`config.mk`:
```
export PLATFORM = sky130hd
export DESIGN_NAME = frame_offset_measurement
export DESIGN_NICKNAME = d
export VERILOG_FILES = /design/src/core/fom_pkg.sv /design/src/core/frame_offset_measurement.sv
export SDC_FILE = /design/constraint.sdc
export NUM_CORES = 1
export LEC_CHECK = 0
export ABC_AREA = 1
export BUFFER_PORTS_ARGS = -buffer_cell sky130_fd_sc_hd__buf_2
export CAP_MARGIN = 10
export CORE_UTILIZATION = 46
export DETAILED_ROUTE_END_ITERATION = 10
export GPL_TIMING_DRIVEN = 0
export PLACE_DENSITY = 0.75
export SLEW_MARGIN = 25
export SYNTH_ARGS = -nofsm -noshare
export SYNTH_HDL_FRONTEND = slang
export SYNTH_SLANG_ARGS = --single-unit
```
`constraint.sdc`:
```
create_clock -name I_CLK -period 1.3 [get_ports I_CLK]
set_input_delay 0.26 -clock I_CLK [delete_from_list [all_inputs] [get_ports I_CLK]]
set_output_delay 0.26 -clock I_CLK [all_outputs]
set_load 0.005 [all_outputs]
```
`src/core/fom_pkg.sv`:
```
// Purpose: Constants and types for the frame offset measurement block
// Assumes: AXI4-Lite, 32-bit data, one aligned word per register
// Notes:   Register offsets are word indices; byte address is four times index
package fom_pkg;

  // ==========================================================================
  // Register indices and byte addresses
  localparam logic [7:0] IDX_MODE = 8'h01;
  localparam logic [7:0] IDX_FAR  = 8'h02;
  localparam logic [7:0] IDX_ADJ0 = 8'h03;
  localparam logic [7:0] IDX_IST  = 8'h08;
  localparam logic [7:0] IDX_IMSK = 8'h09;
  localparam logic [9:0] ADDR_MODE = {IDX_MODE, 2'b00};
  localparam logic [9:0] ADDR_FAR  = {IDX_FAR, 2'b00};
  localparam logic [9:0] ADDR_ADJ0 = {IDX_ADJ0, 2'b00};
  localparam logic [9:0] ADDR_IST  = {IDX_IST, 2'b00};
  localparam logic [9:0] ADDR_IMSK = {IDX_IMSK, 2'b00};

  // ==========================================================================
  // Fields and reset values
  localparam int          MODE_W        = 10;
  localparam int          START_POS     = 2;
  localparam int          OFS_W         = 11;
  localparam logic [9:0]  MODE_RST      = 10'h000;
  localparam logic [15:0] ADJ0_RST      = 16'h0000;
  localparam logic [10:0] OFS_RST       = 11'h000;
  localparam logic [10:0] OFS_MAX       = 11'h7FF;
  localparam logic [2:0]  FAR_RSVD      = 3'h0;
  localparam logic [1:0]  RESP_OKAY     = 2'b00;
  localparam logic [1:0]  RESP_SLVERR   = 2'b10;

  // ==========================================================================
  // Types
  typedef enum logic [1:0] {
    ST_IDLE  = 2'b00,
    ST_ARM   = 2'b01,
    ST_COUNT = 2'b10,
    ST_DONE  = 2'b11
  } meas_state_t;

  typedef struct packed {
    logic              eval_done_flag;
    logic              sample_phase_bit;
    logic [OFS_W-1:0]  offset_count_field;
  } far_t;

  localparam far_t FAR_RST = '{eval_done_flag: 1'b0, sample_phase_bit: 1'b0,
                               offset_count_field: OFS_RST};

endpackage

```
`src/core/frame_offset_measurement.sv`:
```
// Purpose: Frame offset measurement with AXI4-Lite register access
// Assumes: Master clock, frame pulse and evaluation input synchronous to I_CLK
// Notes:   Phase bit is the master clock level at the sampled edge
//
// Implementation choice: the AXI4-Lite interface to the registers.
`timescale 1ns/100ps

// Function
// - Done flag bit 12 set when evaluation finishes
// - Start bit falling clears done flag
// - Falling edge default, rising edge in GCI
// - Bit 11 records clock phase at edge
// - Bits 10-0 hold unsigned measured offset
// - Start bit falling clears offset bits
// - Start rise begins; done rise stops measurement
module frame_offset_measurement (
  // Clock and reset
  input  wire logic        I_CLK,
  input  wire logic        I_SYS_RST,
  // Frame timing and evaluation input
  input  wire logic        I_MCLK,
  input  wire logic        I_FRAME_START,
  input  wire logic        I_FRAME_EVAL_INPUT,
  input  wire logic        I_GCI_MODE,
  // AXI4-Lite write address and data
  input  wire logic        I_AWVALID,
  input  wire logic [31:0] I_AWADDR,
  output logic             O_AWREADY,
  input  wire logic        I_WVALID,
  input  wire logic [31:0] I_WDATA,
  input  wire logic [3:0]  I_WSTRB,
  output logic             O_WREADY,
  // AXI4-Lite write response
  output logic             O_BVALID,
  output logic [1:0]       O_BRESP,
  input  wire logic        I_BREADY,
  // AXI4-Lite read
  input  wire logic        I_ARVALID,
  input  wire logic [31:0] I_ARADDR,
  output logic             O_ARREADY,
  output logic             O_RVALID,
  output logic [31:0]      O_RDATA,
  output logic [1:0]       O_RRESP,
  input  wire logic        I_RREADY,
  // Interrupt
  output logic             O_IRQ
);
  import fom_pkg::*;

  // ==========================================================================
  // Register state
  logic [MODE_W-1:0] interface_mode_register_q;
  logic [15:0]       frame_offset_adjust_stream_group0_q;
  far_t              frame_alignment_result_q;
  logic              irq_status_q;
  logic              irq_mask_q;
  logic              start_prev_q;

  // ==========================================================================
  // Measurement state
  meas_state_t      state_q;
  meas_state_t      state_d;
  logic [OFS_W-1:0] count_q;
  logic [OFS_W-1:0] count_d;
  logic             eval_in_q;
  logic             mclk_q;

  wire start_now  = interface_mode_register_q[START_POS];
  wire start_rise = start_now & ~start_prev_q;
  wire start_fall = ~start_now & start_prev_q;
  wire mclk_rise  = I_MCLK & ~mclk_q;
  // Edge choice follows the framing mode
  wire eval_edge  = I_GCI_MODE ? (I_FRAME_EVAL_INPUT & ~eval_in_q)
                               : (~I_FRAME_EVAL_INPUT & eval_in_q);
  wire capture    = (state_q == ST_COUNT) & eval_edge & ~start_fall;

  // ==========================================================================
  // Next state
  always_comb begin
    state_d = state_q;
    case (state_q)
      ST_IDLE: begin
        if (start_rise) begin
          state_d = ST_ARM;
        end
      end
      ST_ARM: begin
        if (I_FRAME_START) begin
          state_d = ST_COUNT;
        end
      end
      ST_COUNT: begin
        if (capture) begin
          state_d = ST_DONE;
        end
      end
      default: begin
        state_d = ST_DONE;
      end
    endcase
    // Dropping the start bit abandons any evaluation
    if (start_fall) begin
      state_d = ST_IDLE;
    end
  end

  // Restart at each frame boundary, hold at the top rather than wrap
  assign count_d = (state_q != ST_COUNT || I_FRAME_START) ? OFS_RST
                 : (mclk_rise && count_q != OFS_MAX)      ? count_q + 11'h001
                 : count_q;

  always_ff @(posedge I_CLK) begin
    if (I_SYS_RST) begin
      state_q   <= ST_IDLE;
      count_q   <= OFS_RST;
      eval_in_q <= 1'b1;
      mclk_q    <= 1'b0;
    end else begin
      state_q   <= state_d;
      count_q   <= count_d;
      eval_in_q <= I_FRAME_EVAL_INPUT;
      mclk_q    <= I_MCLK;
    end
  end

  // ==========================================================================
  // Result register
  far_t far_d;
  always_comb begin
    far_d = frame_alignment_result_q;
    if (start_fall) begin
      far_d.eval_done_flag     = 1'b0;
      far_d.offset_count_field = OFS_RST;
    end else if (capture) begin
      far_d.eval_done_flag     = 1'b1;
      far_d.sample_phase_bit   = I_MCLK;
      far_d.offset_count_field = count_q;
    end
  end

  always_ff @(posedge I_CLK) begin
    if (I_SYS_RST) begin
      frame_alignment_result_q <= FAR_RST;
    end else begin
      frame_alignment_result_q <= far_d;
    end
  end

  // ==========================================================================
  // AXI4-Lite write path
  logic        aw_full_q;
  logic        w_full_q;
  logic [9:0]  waddr_q;
  logic [31:0] wdata_q;
  logic [3:0]  wstrb_q;

  wire aw_take  = I_AWVALID & O_AWREADY;
  wire w_take   = I_WVALID & O_WREADY;
  wire wr_fire  = aw_full_q & w_full_q & ~O_BVALID;
  wire aw_full_d = (aw_full_q | aw_take) & ~wr_fire;
  wire w_full_d  = (w_full_q | w_take) & ~wr_fire;
  wire wr_mode = wr_fire && (waddr_q == ADDR_MODE);
  wire wr_far  = wr_fire && (waddr_q == ADDR_FAR);
  wire wr_adj0 = wr_fire && (waddr_q == ADDR_ADJ0);
  wire wr_ist  = wr_fire && (waddr_q == ADDR_IST);
  wire wr_imsk = wr_fire && (waddr_q == ADDR_IMSK);
  wire wr_hit  = wr_mode | wr_far | wr_adj0 | wr_ist | wr_imsk;

  function automatic logic [15:0] merge16(input logic [15:0] old,
                                           input logic [31:0] data,
                                           input logic [3:0]  strb);
    merge16 = {strb[1] ? data[15:8] : old[15:8], strb[0] ? data[7:0] : old[7:0]};
  endfunction

  wire [15:0] mode_wr = merge16({6'h00, interface_mode_register_q}, wdata_q, wstrb_q);
  wire [15:0] adj0_wr = merge16(frame_offset_adjust_stream_group0_q, wdata_q, wstrb_q);
  // Set beats clear when both land in one cycle
  wire ist_d = capture | (irq_status_q & ~(wr_ist & wstrb_q[0] & wdata_q[0]));

  always_ff @(posedge I_CLK) begin
    if (I_SYS_RST) begin
      aw_full_q <= 1'b0;
      w_full_q  <= 1'b0;
      O_AWREADY <= 1'b0;
      O_WREADY  <= 1'b0;
      waddr_q   <= 10'h000;
      wdata_q   <= 32'h0000_0000;
      wstrb_q   <= 4'h0;
      O_BVALID  <= 1'b0;
      O_BRESP   <= RESP_OKAY;
    end else begin
      aw_full_q <= aw_full_d;
      w_full_q  <= w_full_d;
      O_AWREADY <= ~aw_full_d;
      O_WREADY  <= ~w_full_d;
      if (aw_take) begin
        waddr_q <= {I_AWADDR[9:2], 2'b00};
      end
      if (w_take) begin
        wdata_q <= I_WDATA;
        wstrb_q <= I_WSTRB;
      end
      if (wr_fire) begin
        O_BVALID <= 1'b1;
        O_BRESP  <= wr_hit ? RESP_OKAY : RESP_SLVERR;
      end else if (I_BREADY) begin
        O_BVALID <= 1'b0;
      end
    end
  end

  // Reserved upper bits of the result are not stored, so they stay zero
  always_ff @(posedge I_CLK) begin
    if (I_SYS_RST) begin
      interface_mode_register_q           <= MODE_RST;
      frame_offset_adjust_stream_group0_q <= ADJ0_RST;
      irq_status_q                        <= 1'b0;
      irq_mask_q                          <= 1'b0;
      start_prev_q                        <= 1'b0;
      O_IRQ                               <= 1'b0;
    end else begin
      if (wr_mode) begin
        interface_mode_register_q <= mode_wr[MODE_W-1:0];
      end
      if (wr_adj0) begin
        frame_offset_adjust_stream_group0_q <= adj0_wr;
      end
      if (wr_imsk && wstrb_q[0]) begin
        irq_mask_q <= wdata_q[0];
      end
      irq_status_q <= ist_d;
      start_prev_q <= start_now;
      O_IRQ        <= ist_d & ((wr_imsk && wstrb_q[0]) ? wdata_q[0] : irq_mask_q);
    end
  end

  // ==========================================================================
  // AXI4-Lite read path
  wire [9:0]  raddr    = {I_ARADDR[9:2], 2'b00};
  wire        rd_mode  = (raddr == ADDR_MODE);
  wire        rd_far   = (raddr == ADDR_FAR);
  wire        rd_adj0  = (raddr == ADDR_ADJ0);
  wire        rd_ist   = (raddr == ADDR_IST);
  wire        rd_imsk  = (raddr == ADDR_IMSK);
  wire        rd_hit   = rd_mode | rd_far | rd_adj0 | rd_ist | rd_imsk;
  wire [31:0] rd_mux   = rd_mode ? {22'h000000, interface_mode_register_q}
                       : rd_far  ? {16'h0000, FAR_RSVD, frame_alignment_result_q}
                       : rd_adj0 ? {16'h0000, frame_offset_adjust_stream_group0_q}
                       : rd_ist  ? {31'h00000000, irq_status_q}
                       : rd_imsk ? {31'h00000000, irq_mask_q}
                       : 32'h0000_0000;
  wire        ar_take  = I_ARVALID & O_ARREADY;

  always_ff @(posedge I_CLK) begin
    if (I_SYS_RST) begin
      O_ARREADY <= 1'b0;
      O_RVALID  <= 1'b0;
      O_RDATA   <= 32'h0000_0000;
      O_RRESP   <= RESP_OKAY;
    end else if (ar_take) begin
      O_ARREADY <= 1'b0;
      O_RVALID  <= 1'b1;
      O_RDATA   <= rd_mux;
      O_RRESP   <= rd_hit ? RESP_OKAY : RESP_SLVERR;
    end else if (O_RVALID) begin
      O_RVALID  <= ~I_RREADY;
      O_ARREADY <= I_RREADY;
    end else begin
      O_ARREADY <= 1'b1;
    end
  end
endmodule // frame_offset_measurement

```
# After elaboration in Yosys (flattened, before gate mapping)
# Cells that the tools add are included.
[totals]
register_bits = 127
elab_cells = 124
[classes]
add_sub_neg = 1
n_eq_ne = 17
mux = 18
bitwise = 41
n_reduce_logical = 19
[ops]
columns = ["op", "count"]
rows = [
  ["$mux 16", 3],
  ["$eq 8x2->1 const B", 4],
  ["$eq 8x4->1 const B", 4],
  ["$and 1x1->1", 18],
  ["$eq 8x1->1 const B", 2],
  ["$not 1->1", 12],
  ["$add 11x1->11 const B", 1],
  ["$ne 11x11->1 const B", 1],
  ["$or 1x1->1", 11],
  ["$mux 2", 5],
  ["$reduce_and 2->1", 5],
  ["$mux 1", 9],
  ["$ne 2x2->1 const B", 4],
  ["$logic_and 1x1->1", 7],
  ["$pmux 2 s3", 1],
  ["$reduce_or 2->1", 3],
  ["$reduce_and 3->1", 1],
  ["$eq 2x1->1 const B", 1],
  ["$eq 2x2->1 const B", 1],
  ["$logic_not 2->1", 1],
  ["$reduce_bool 2->1", 1],
  ["$logic_or 1x1->1", 1],
]

# Depth between registers and ports, before layout
# Gate-level depths: netlist of run 1.
[logic_depth]
ltp_word = 9
depth_mapped = 9
ltp_nobuf = 8

# Least setup slack after synthesis of run 1
# Ideal clock, no wire load.
[synth_path]
kind = "reg-to-reg"
from = "register count_q[0]"
to = "register count_q[5]"
setup_time_ns = 0.067
t_arrival_ns = 1.246
setup_slack_ns = -0.013
path_stages_with_launch = 9
path_buffers = 1
cell_sequence = "dfxtp_1 ha_1 nand2_1 nor2_2 nand4_1 nand2_2 buf_6 nand2_1 a21oi_2"
[synth_via]
elab_chain_cells = 2
word_cells_on_any_way = 3
[synth_lines]
columns = ["element", "line", "source"]
rows = [
  ["from (decl)", "frame_offset_measurement.sv:63", "logic [OFS_W-1:0] count_q;"],
  ["from (signal assigned)", "frame_offset_measurement.sv:120", "count_q <= count_d;"],
  ["parallel branches: the longest is 2 deep, another holds $add 11x1->11", "--", ""],
]
# Parallel ways; which one is timed is not known.
# A chain may end at the register's enable or synchronous reset.

# Worst setup path in the final report of run 1
[layout_path]
from = "register w_full_q"
to = "register interface_mode_register_q[0]"
[layout_via]
elab_chain_cells = 4
[layout_lines]
columns = ["element", "line", "source"]
rows = [
  ["from (decl)", "frame_offset_measurement.sv:152", "logic w_full_q;"],
  ["from (signal assigned)", "frame_offset_measurement.sv:193", "w_full_q <= w_full_d;"],
  ["$and 1x1->1 (2 in series)", "frame_offset_measurement.sv:159", "wire wr_fire = aw_full_q & w_full_q & ~O_BVALID;"],
  ["$logic_and 1x1->1", "frame_offset_measurement.sv:162", "wire wr_mode = wr_fire && (waddr_q == ADDR_MODE);"],
  ["$reduce_and 2->1 (no line)", "--", ""],
  ["to (signal assigned)", "frame_offset_measurement.sv:223", "interface_mode_register_q <= mode_wr[MODE_W-1:0];"],
  ["to (decl)", "frame_offset_measurement.sv:52", "logic [MODE_W-1:0] interface_mode_register_q;"],
]
# Every way passes these cells.

==> impl_metrics.toml, run 1 <==
[outcome]
outcome = "finished, violations left"
violations = "setup timing"

[setup_path]
required_ns = 1.55
crit_fanout = 8
worstSetupEndpointType = "register"
path_common_cell = "nor2_4"
r2r_slack_ns = -0.08
critical_path_class = "reg2reg"
cp.arrival_ns = 1.63
crit_chain = "nand2_1 -> nor2_4 -> inv_4 -> nor2_4 -> nand3_4 -> buf_8 -> o21ai_2 -> nor2_2"
slowest_delay_ns = 0.34
crit_buf_inv = 2
crit_path_top_delay_cell = "dfxtp_2"
path_delay_family = "simple AND/OR/NAND/NOR gates"
cp-start-kind = "register"

[cts]
ctsRootBufferMaster = "clkbuf_8"
clk_pin_slew_ns = 0.10
clk_path_buf_depth = 2
cts_tree = "built"
clk_latency_ns = 0.37
cts_sinks = 109
cts_buffers = 9
htreeDepth = 3

[drt]
wl_per_cell_um = 13.3
wirelength_um = 11800
drcViolationCount = 0
dr.pass1.iters = 4
viasPerCell = 4.90
vias = 4329
drtAntennaViolNets = 0
drt_iter0_markers = 176

[cells_and_area]
nFillCells = 966
antennaDiodeCount = 0
fin_nets = 854
multi_input_area_um2 = 2390
ff_latch_area_um2 = 2200
area_growth_pct = 24.9
drive_above_1_share_pct = 31.3

[die]
die_h_um = 105
start_util_pct = 47.1
die_x_um = 105
io_pins = 153
die_area_um2 = 10900
rows = 37
core_um2 = 10300

[timing]
min_period_ns = 1.38
finalCritPeriodShare_pct = 106
rsz0062_at_grt = "true"
fmax_mhz = 727
layout_setup_ws_ns = -0.0754
hold_viol = 0
slew_violations = 0
slew_headroom_pct = 54.9
finClkSkew_ns = 0.00663
setup_tns_ns = -0.398
worst_pin_slew_ns = 0.676
finalSetupViolCount = 19

[grt]
overflow = 0
grt.total_usage_pct = 21.4
grt_pass1_vias = 4171
grt_pass1_wl_um = 18800
grt_antenna_before_repair = 0
grt_max_degree = 17

[synth]
syn_inst = 633
synthFlopType = "dfxtp_1"
avgSynthCellArea_um2 = 7.64
netlist-cell-type-count = 39
ys_seq_area_share_pct = 45.1
ys_ff_latch = 109
async_flop_share_pct = 0
synth-edff-count = 0
syn_area_um2 = 4840
synth-warning-count = 0

[placed_design]
port_buffers = 68
dp_hpwl_um = 8410
gp_congestion = 0.806

[pwr]
p_total_mw = 6.18
leakage_nw = 2.56
ir_drop_v = 0.000638
power.density_nw_per_um2 = 1020

[run]
max_cap_violations = 0

[hold_path]
hold_path.class = "in2reg"
## cell type report
class / instances / area share, %
multi-input combinational: 427 / 39.6
sequential: 109 / 36.5
timing repair buffer: 81 / 8.35
buffer: 42 / 4.97
inverter: 72 / 4.68
tap: 136 / 2.82
clock buffer: 13 / 2.80
clock inverter: 3 / 0.311
## logic make-up after synthesis
family / Yosys count / share of synthesized area, %
XOR/XNOR: 7 / 1.27
AO/OA/AOI/OAI: 150 / 17.5
other: 1 / 0.0775
AND/OR/NAND/NOR: 251 / 24.4
buffers and inverters: 114 / 11.4
flip-flops: 109 / 45.1
adder cells (fa/ha/maj): 1 / 0.259
## where the power goes
part | leakage (nW) | switching, mW | internal, mW
logic | 1.57 | 0.405 | 0.280
clock network | 0.0994 | 1.12 | 0.854
registers | 0.894 | 0.0808 | 3.44
## through the flow
| stage | cell area (um2) | instances | hold slack (ns) | util [%] | setup slack [ns] |
|---|---|---|---|---|---|
| floorplan | 4900 | 650 | 0.369 | - | 0.0437 |
| global placement | 5410 | 854 | 0.438 | 52.7 | -0.202 |
| detailed placement | 5410 | 854 | 0.445 | 52.7 | -0.218 |
| CTS | 5780 | 880 | 0.0854 | 56.2 | -0.0619 |
| global route | 6040 | 883 | 0.112 | 58.8 | -0.154 |
| finish | 6040 | 883 | 0.0962 | 58.8 | -0.0754 |
## cells in the final DEF (no fill, tap or decap), drive strengths merged
master   count
a211oi       5
a21o         1
a21oi       64
buf        113
clkbuf      23
clkinv       4
conb        18
dfxtp      109
ha           1
inv         71
nand2      104
nand3       28
nand3b       1
nand4        5
nor2       107
nor3         6
o2111ai      1
o211ai       1
o21ai       64
o221ai       9
o22ai        5
xnor2        2
xor2         5
## final timing paths
| path | from | end | depth (start not counted) |
|---|---|---|---|
| max | w_full_q | interface_mode_register_q[0] | 8 |
| min | I_FRAME_EVAL_INPUT | eval_in_q | 3 |
| max reg2reg | w_full_q | interface_mode_register_q[0] | 8 |
| min reg2reg | frame_offset_adjust_stream_group0_q[13] | frame_offset_adjust_stream_group0_q[13] | 2 |
## layer usage
layer | vias up | part of all wire, % | GRT usage [%]
li1 | 2231 | - | -
met1 | 1973 | 42 | 24.8
met2 | 113 | 52 | 38.6
met3 | 12 | 5.1 | 5.24
met4 | 0 | 1.1 | 6.33
met5 | - | 0 | 0
## synth_stat cells, types with 2 or more instances
master / instances / area [um2]
clkbuf_1: 8 / 30.0
dfxtp_1: 109 / 2180
nand4_1: 5 / 31.3
buf_6: 6 / 67.6
nand3_1: 23 / 115
o21ai_0: 50 / 250
nor3_1: 5 / 25.0
xnor2_1: 2 / 17.5
a211oi_1: 5 / 37.5
nor2_1: 97 / 364
nor2_4: 3 / 33.8
o21ai_2: 4 / 35.0
nand3_4: 3 / 52.6
o221ai_1: 9 / 78.8
xor2_1: 5 / 43.8
a21oi_2: 5 / 43.8
nand2_1: 96 / 360
clkinv_1: 3 / 11.3
nor2_8: 3 / 60.1
nand3_2: 2 / 20.0
o22ai_1: 5 / 31.3
nor2_2: 4 / 25.0
nand2_4: 4 / 45.0
o21ai_1: 10 / 50.1
inv_1: 61 / 229
nand2_2: 4 / 25.0
inv_2: 7 / 26.3
buf_2: 6 / 30.0
a21oi_1: 59 / 295
buf_1: 4 / 15.0
buf_4: 18 / 135
## worst register-to-register path, stage by stage, from the launching register on
cell and delay, ns:
dfxtp_2 0.34, nand2_1 0.08, nor2_4 0.12, inv_4 0.09, nor2_4 0.13, nand3_4 0.15
buf_8 0.19, o21ai_2 0.12, nor2_2 0.04
## timing repair
| action | CTS | global route |
|---|---|---|
| cloned | 3 | 2 |
| pin swaps | 13 | 19 |
| buffers inserted | 7 | 1 |
| endpoints found under the setup margin | 59 | 68 |
| gates resized for setup | 30 | 75 |
| hold buffers | 0 | 0 |
## registers in the layout, indices dropped and copies added (netlist names), 2 cells and up
register                             count
count_q                                 11
state_q                                  2
wstrb_q                                  2
O_RDATA                                 16
waddr_q                                  8
frame_offset_adjust_stream_group0_q     16
wdata_q                                 16
frame_alignment_result_q                13
interface_mode_register_q               10
Power figures use the tool's default switching activity.
==> run 2, diff against run 1 <==
CORE_UTILIZATION = 55   (was 46)
PLACE_DENSITY = 0.84   (was 0.75)
clock period = 1.6 ns   (was 1.3 ns; I/O delays follow)
==> run 2 against run 1 <==
  * The run now ends clean
  * Combinational power fell by 26%
  * Setup slack improved by 0.23 ns
  * Total power fell by 18%
  * Non-clock buffer count fell by 13
  * Hold slack improved by 0.055 ns
  * Global-route usage rose by 4.1 points
  * Design area fell by 7.6%
  * Final cell count fell by 5.1%
  * Maximum frequency fell by 5.0%
  * Clock power fell by 14%
  * First-iteration DRC count rose by 49%
  * Critical path type unchanged
  * Largest cell class is now sequential cells
  * Highest routed layer unchanged
==> impl_metrics.toml, run 2 (synthesis results as in run 1) <==
[outcome]
outcome = "completed"

[cts]
clk_latency_ns = 0.38
ctsHoldBuffers = 0
cts_buffers = 9
cts_sinks = 109
clk_pin_slew_ns = 0.11
cts_tree = "built"
cts_setup_buffers = 0
ctsRootBufferMaster = "clkbuf_8"
clk_path_buf_depth = 2
htreeDepth = 3
ctsResizeCount = 0

[timing]
layout_setup_ws_ns = 0.152
hold_viol = 0
worst_pin_slew_ns = 0.646
finalCritPeriodShare_pct = 90.5
fmax_mhz = 691
setup_tns_ns = 0
min_period_ns = 1.45
finClkSkew_ns = 0.0139
slew_headroom_pct = 56.9
rsz0062_at_grt = "false"
finalSetupViolCount = 0
slew_violations = 0

[pwr]
ir_drop_v = 0.000452
internal_power_mw = 3.77
power.density_nw_per_um2 = 909
p_seq_share_pct = 56.3
pwr-share-comb_pct = 10.1
p_switching_mw = 1.30
switching_share_pct = 25.7
clkPwrFrac_pct = 33.7
leakage_nw = 2.37

[cells_and_area]
drive_above_1_share_pct = 21.3
final_cell_mix = "dfxtp_1 (108), nand2_1 (96), nor2_1 (96)"
layoutNonFillerInstCount = 838
area_growth_pct = 15.3
final_common_cell = "dfxtp_1"
top_regs = "O_RDATA (16), frame_offset_adjust_stream_group0_q (16), wdata_q (16)"
design_area_um2 = 5580
fin_util_pct = 66.6
antennaDiodeCount = 0
fin_nets = 841

[setup_path]
crit_path_top_delay_cell = "dfxtp_1"
crit_chain = "ha_1 -> nand2_1 -> nor2_2 -> nand4_1 -> nand2_2 -> buf_6 -> nand2_1 -> a21oi_2"
path_delay_family = "simple AND/OR/NAND/NOR gates"
cp.arrival_ns = 1.75
slowest_delay_ns = 0.40
crit_buf_inv = 1
crit_fanout = 10
worstSetupEndpointType = "register"
cp-start-kind = "register"
required_ns = 1.90
critical_path_class = "reg2reg"
path_common_cell = "nand2_1"

[grt]
grt_max_degree = 18
use_met2_pct = 44.5
grt.total_usage_pct = 25.4
grt_pass1_vias = 3969
top_usage_layer = "met2"
overflow = 0
grtUsageMet1_pct = 31.4
grt_antenna_before_repair = 0
met3_usage_pct = 4.11
grt_pass1_wl_um = 18000

[die]
start_util_pct = 57.7
core_um2 = 8380
die_h_um = 95.8
die_x_um = 95.8
io_pins = 153
die_area_um2 = 9170
rows = 33

[drt]
vias = 4306
drtAntennaViolNets = 0
viasPerCell = 5.14
drcViolationCount = 0
drt_iter0_markers = 263
dr.pass1.iters = 5
wl_per_cell_um = 13.0
wirelength_um = 10900

[placed_design]
dpl-instance-area_um2 = 5370
pre_cts_slack_ns = 0.0611
dp.cells = 823
port_buffers = 68
gp_congestion = 0.857
dp_hpwl_um = 8340

[hold_path]
hold_path.class = "in2reg"

[run]
max_cap_violations = 0
-- run 2: worst register-to-register path, stage by stage (launching register included) --
cell	delay, ns
dfxtp_1	0.40
ha_1	0.20
nand2_1	0.10
nor2_2	0.13
nand4_1	0.10
nand2_2	0.10
buf_6	0.14
nand2_1	0.07
a21oi_2	0.14
-- run 2: through the flow --
step	hold WS (ns)	total power, mW
2_1_floorplan	0.424	3.25
3_3_place_gp	0.439	3.40
3_5_place_dp	0.444	3.42
4_1_cts	0.148	5.07
5_1_grt	0.176	5.27
6_report	0.152	5.07
-- run 2: final cells by class --
class                           count  area, um2
Fill cell                         708       2800
Sequential cell                   109       2190
Multi-Input combinational cell    427       2170
Timing Repair Buffer               68        340
Buffer                             42        278
Inverter                           72        277
Clock buffer                       11        141
Tap cell                          105        131
Clock inverter                      4       55.1
-- run 2: final timing paths --
check                                                 end  cells past startpoint  slack, ns                                    start
hold / removal                                  eval_in_q                      3       0.15                       I_FRAME_EVAL_INPUT
hold reg to reg   frame_offset_adjust_stream_group0_q[15]                      2       0.46  frame_offset_adjust_stream_group0_q[15]
setup reg to reg                               count_q[5]                      8       0.15                               count_q[1]
setup / recovery                               count_q[5]                      8       0.15                               count_q[1]
-- run 2: metal layers --
metal | share of wire (%) | up-vias
met3 | 5.2 | 15
li1 | - | 2211
met1 | 44 | 1939
met5 | 0 | -
met4 | 1.4 | 0
met2 | 49 | 141
-- run 2: power by group through the flow --
stage / Clock [mW] / Sequential [mW] / Combinational [mW]
finish: 1.71 / 2.85 / 0.510
global route: 1.83 / 2.86 / 0.576
CTS: 1.71 / 2.85 / 0.507
detailed placement: 0 / 2.92 / 0.505
global placement: 0 / 2.91 / 0.489
floorplan: 0 / 2.90 / 0.349
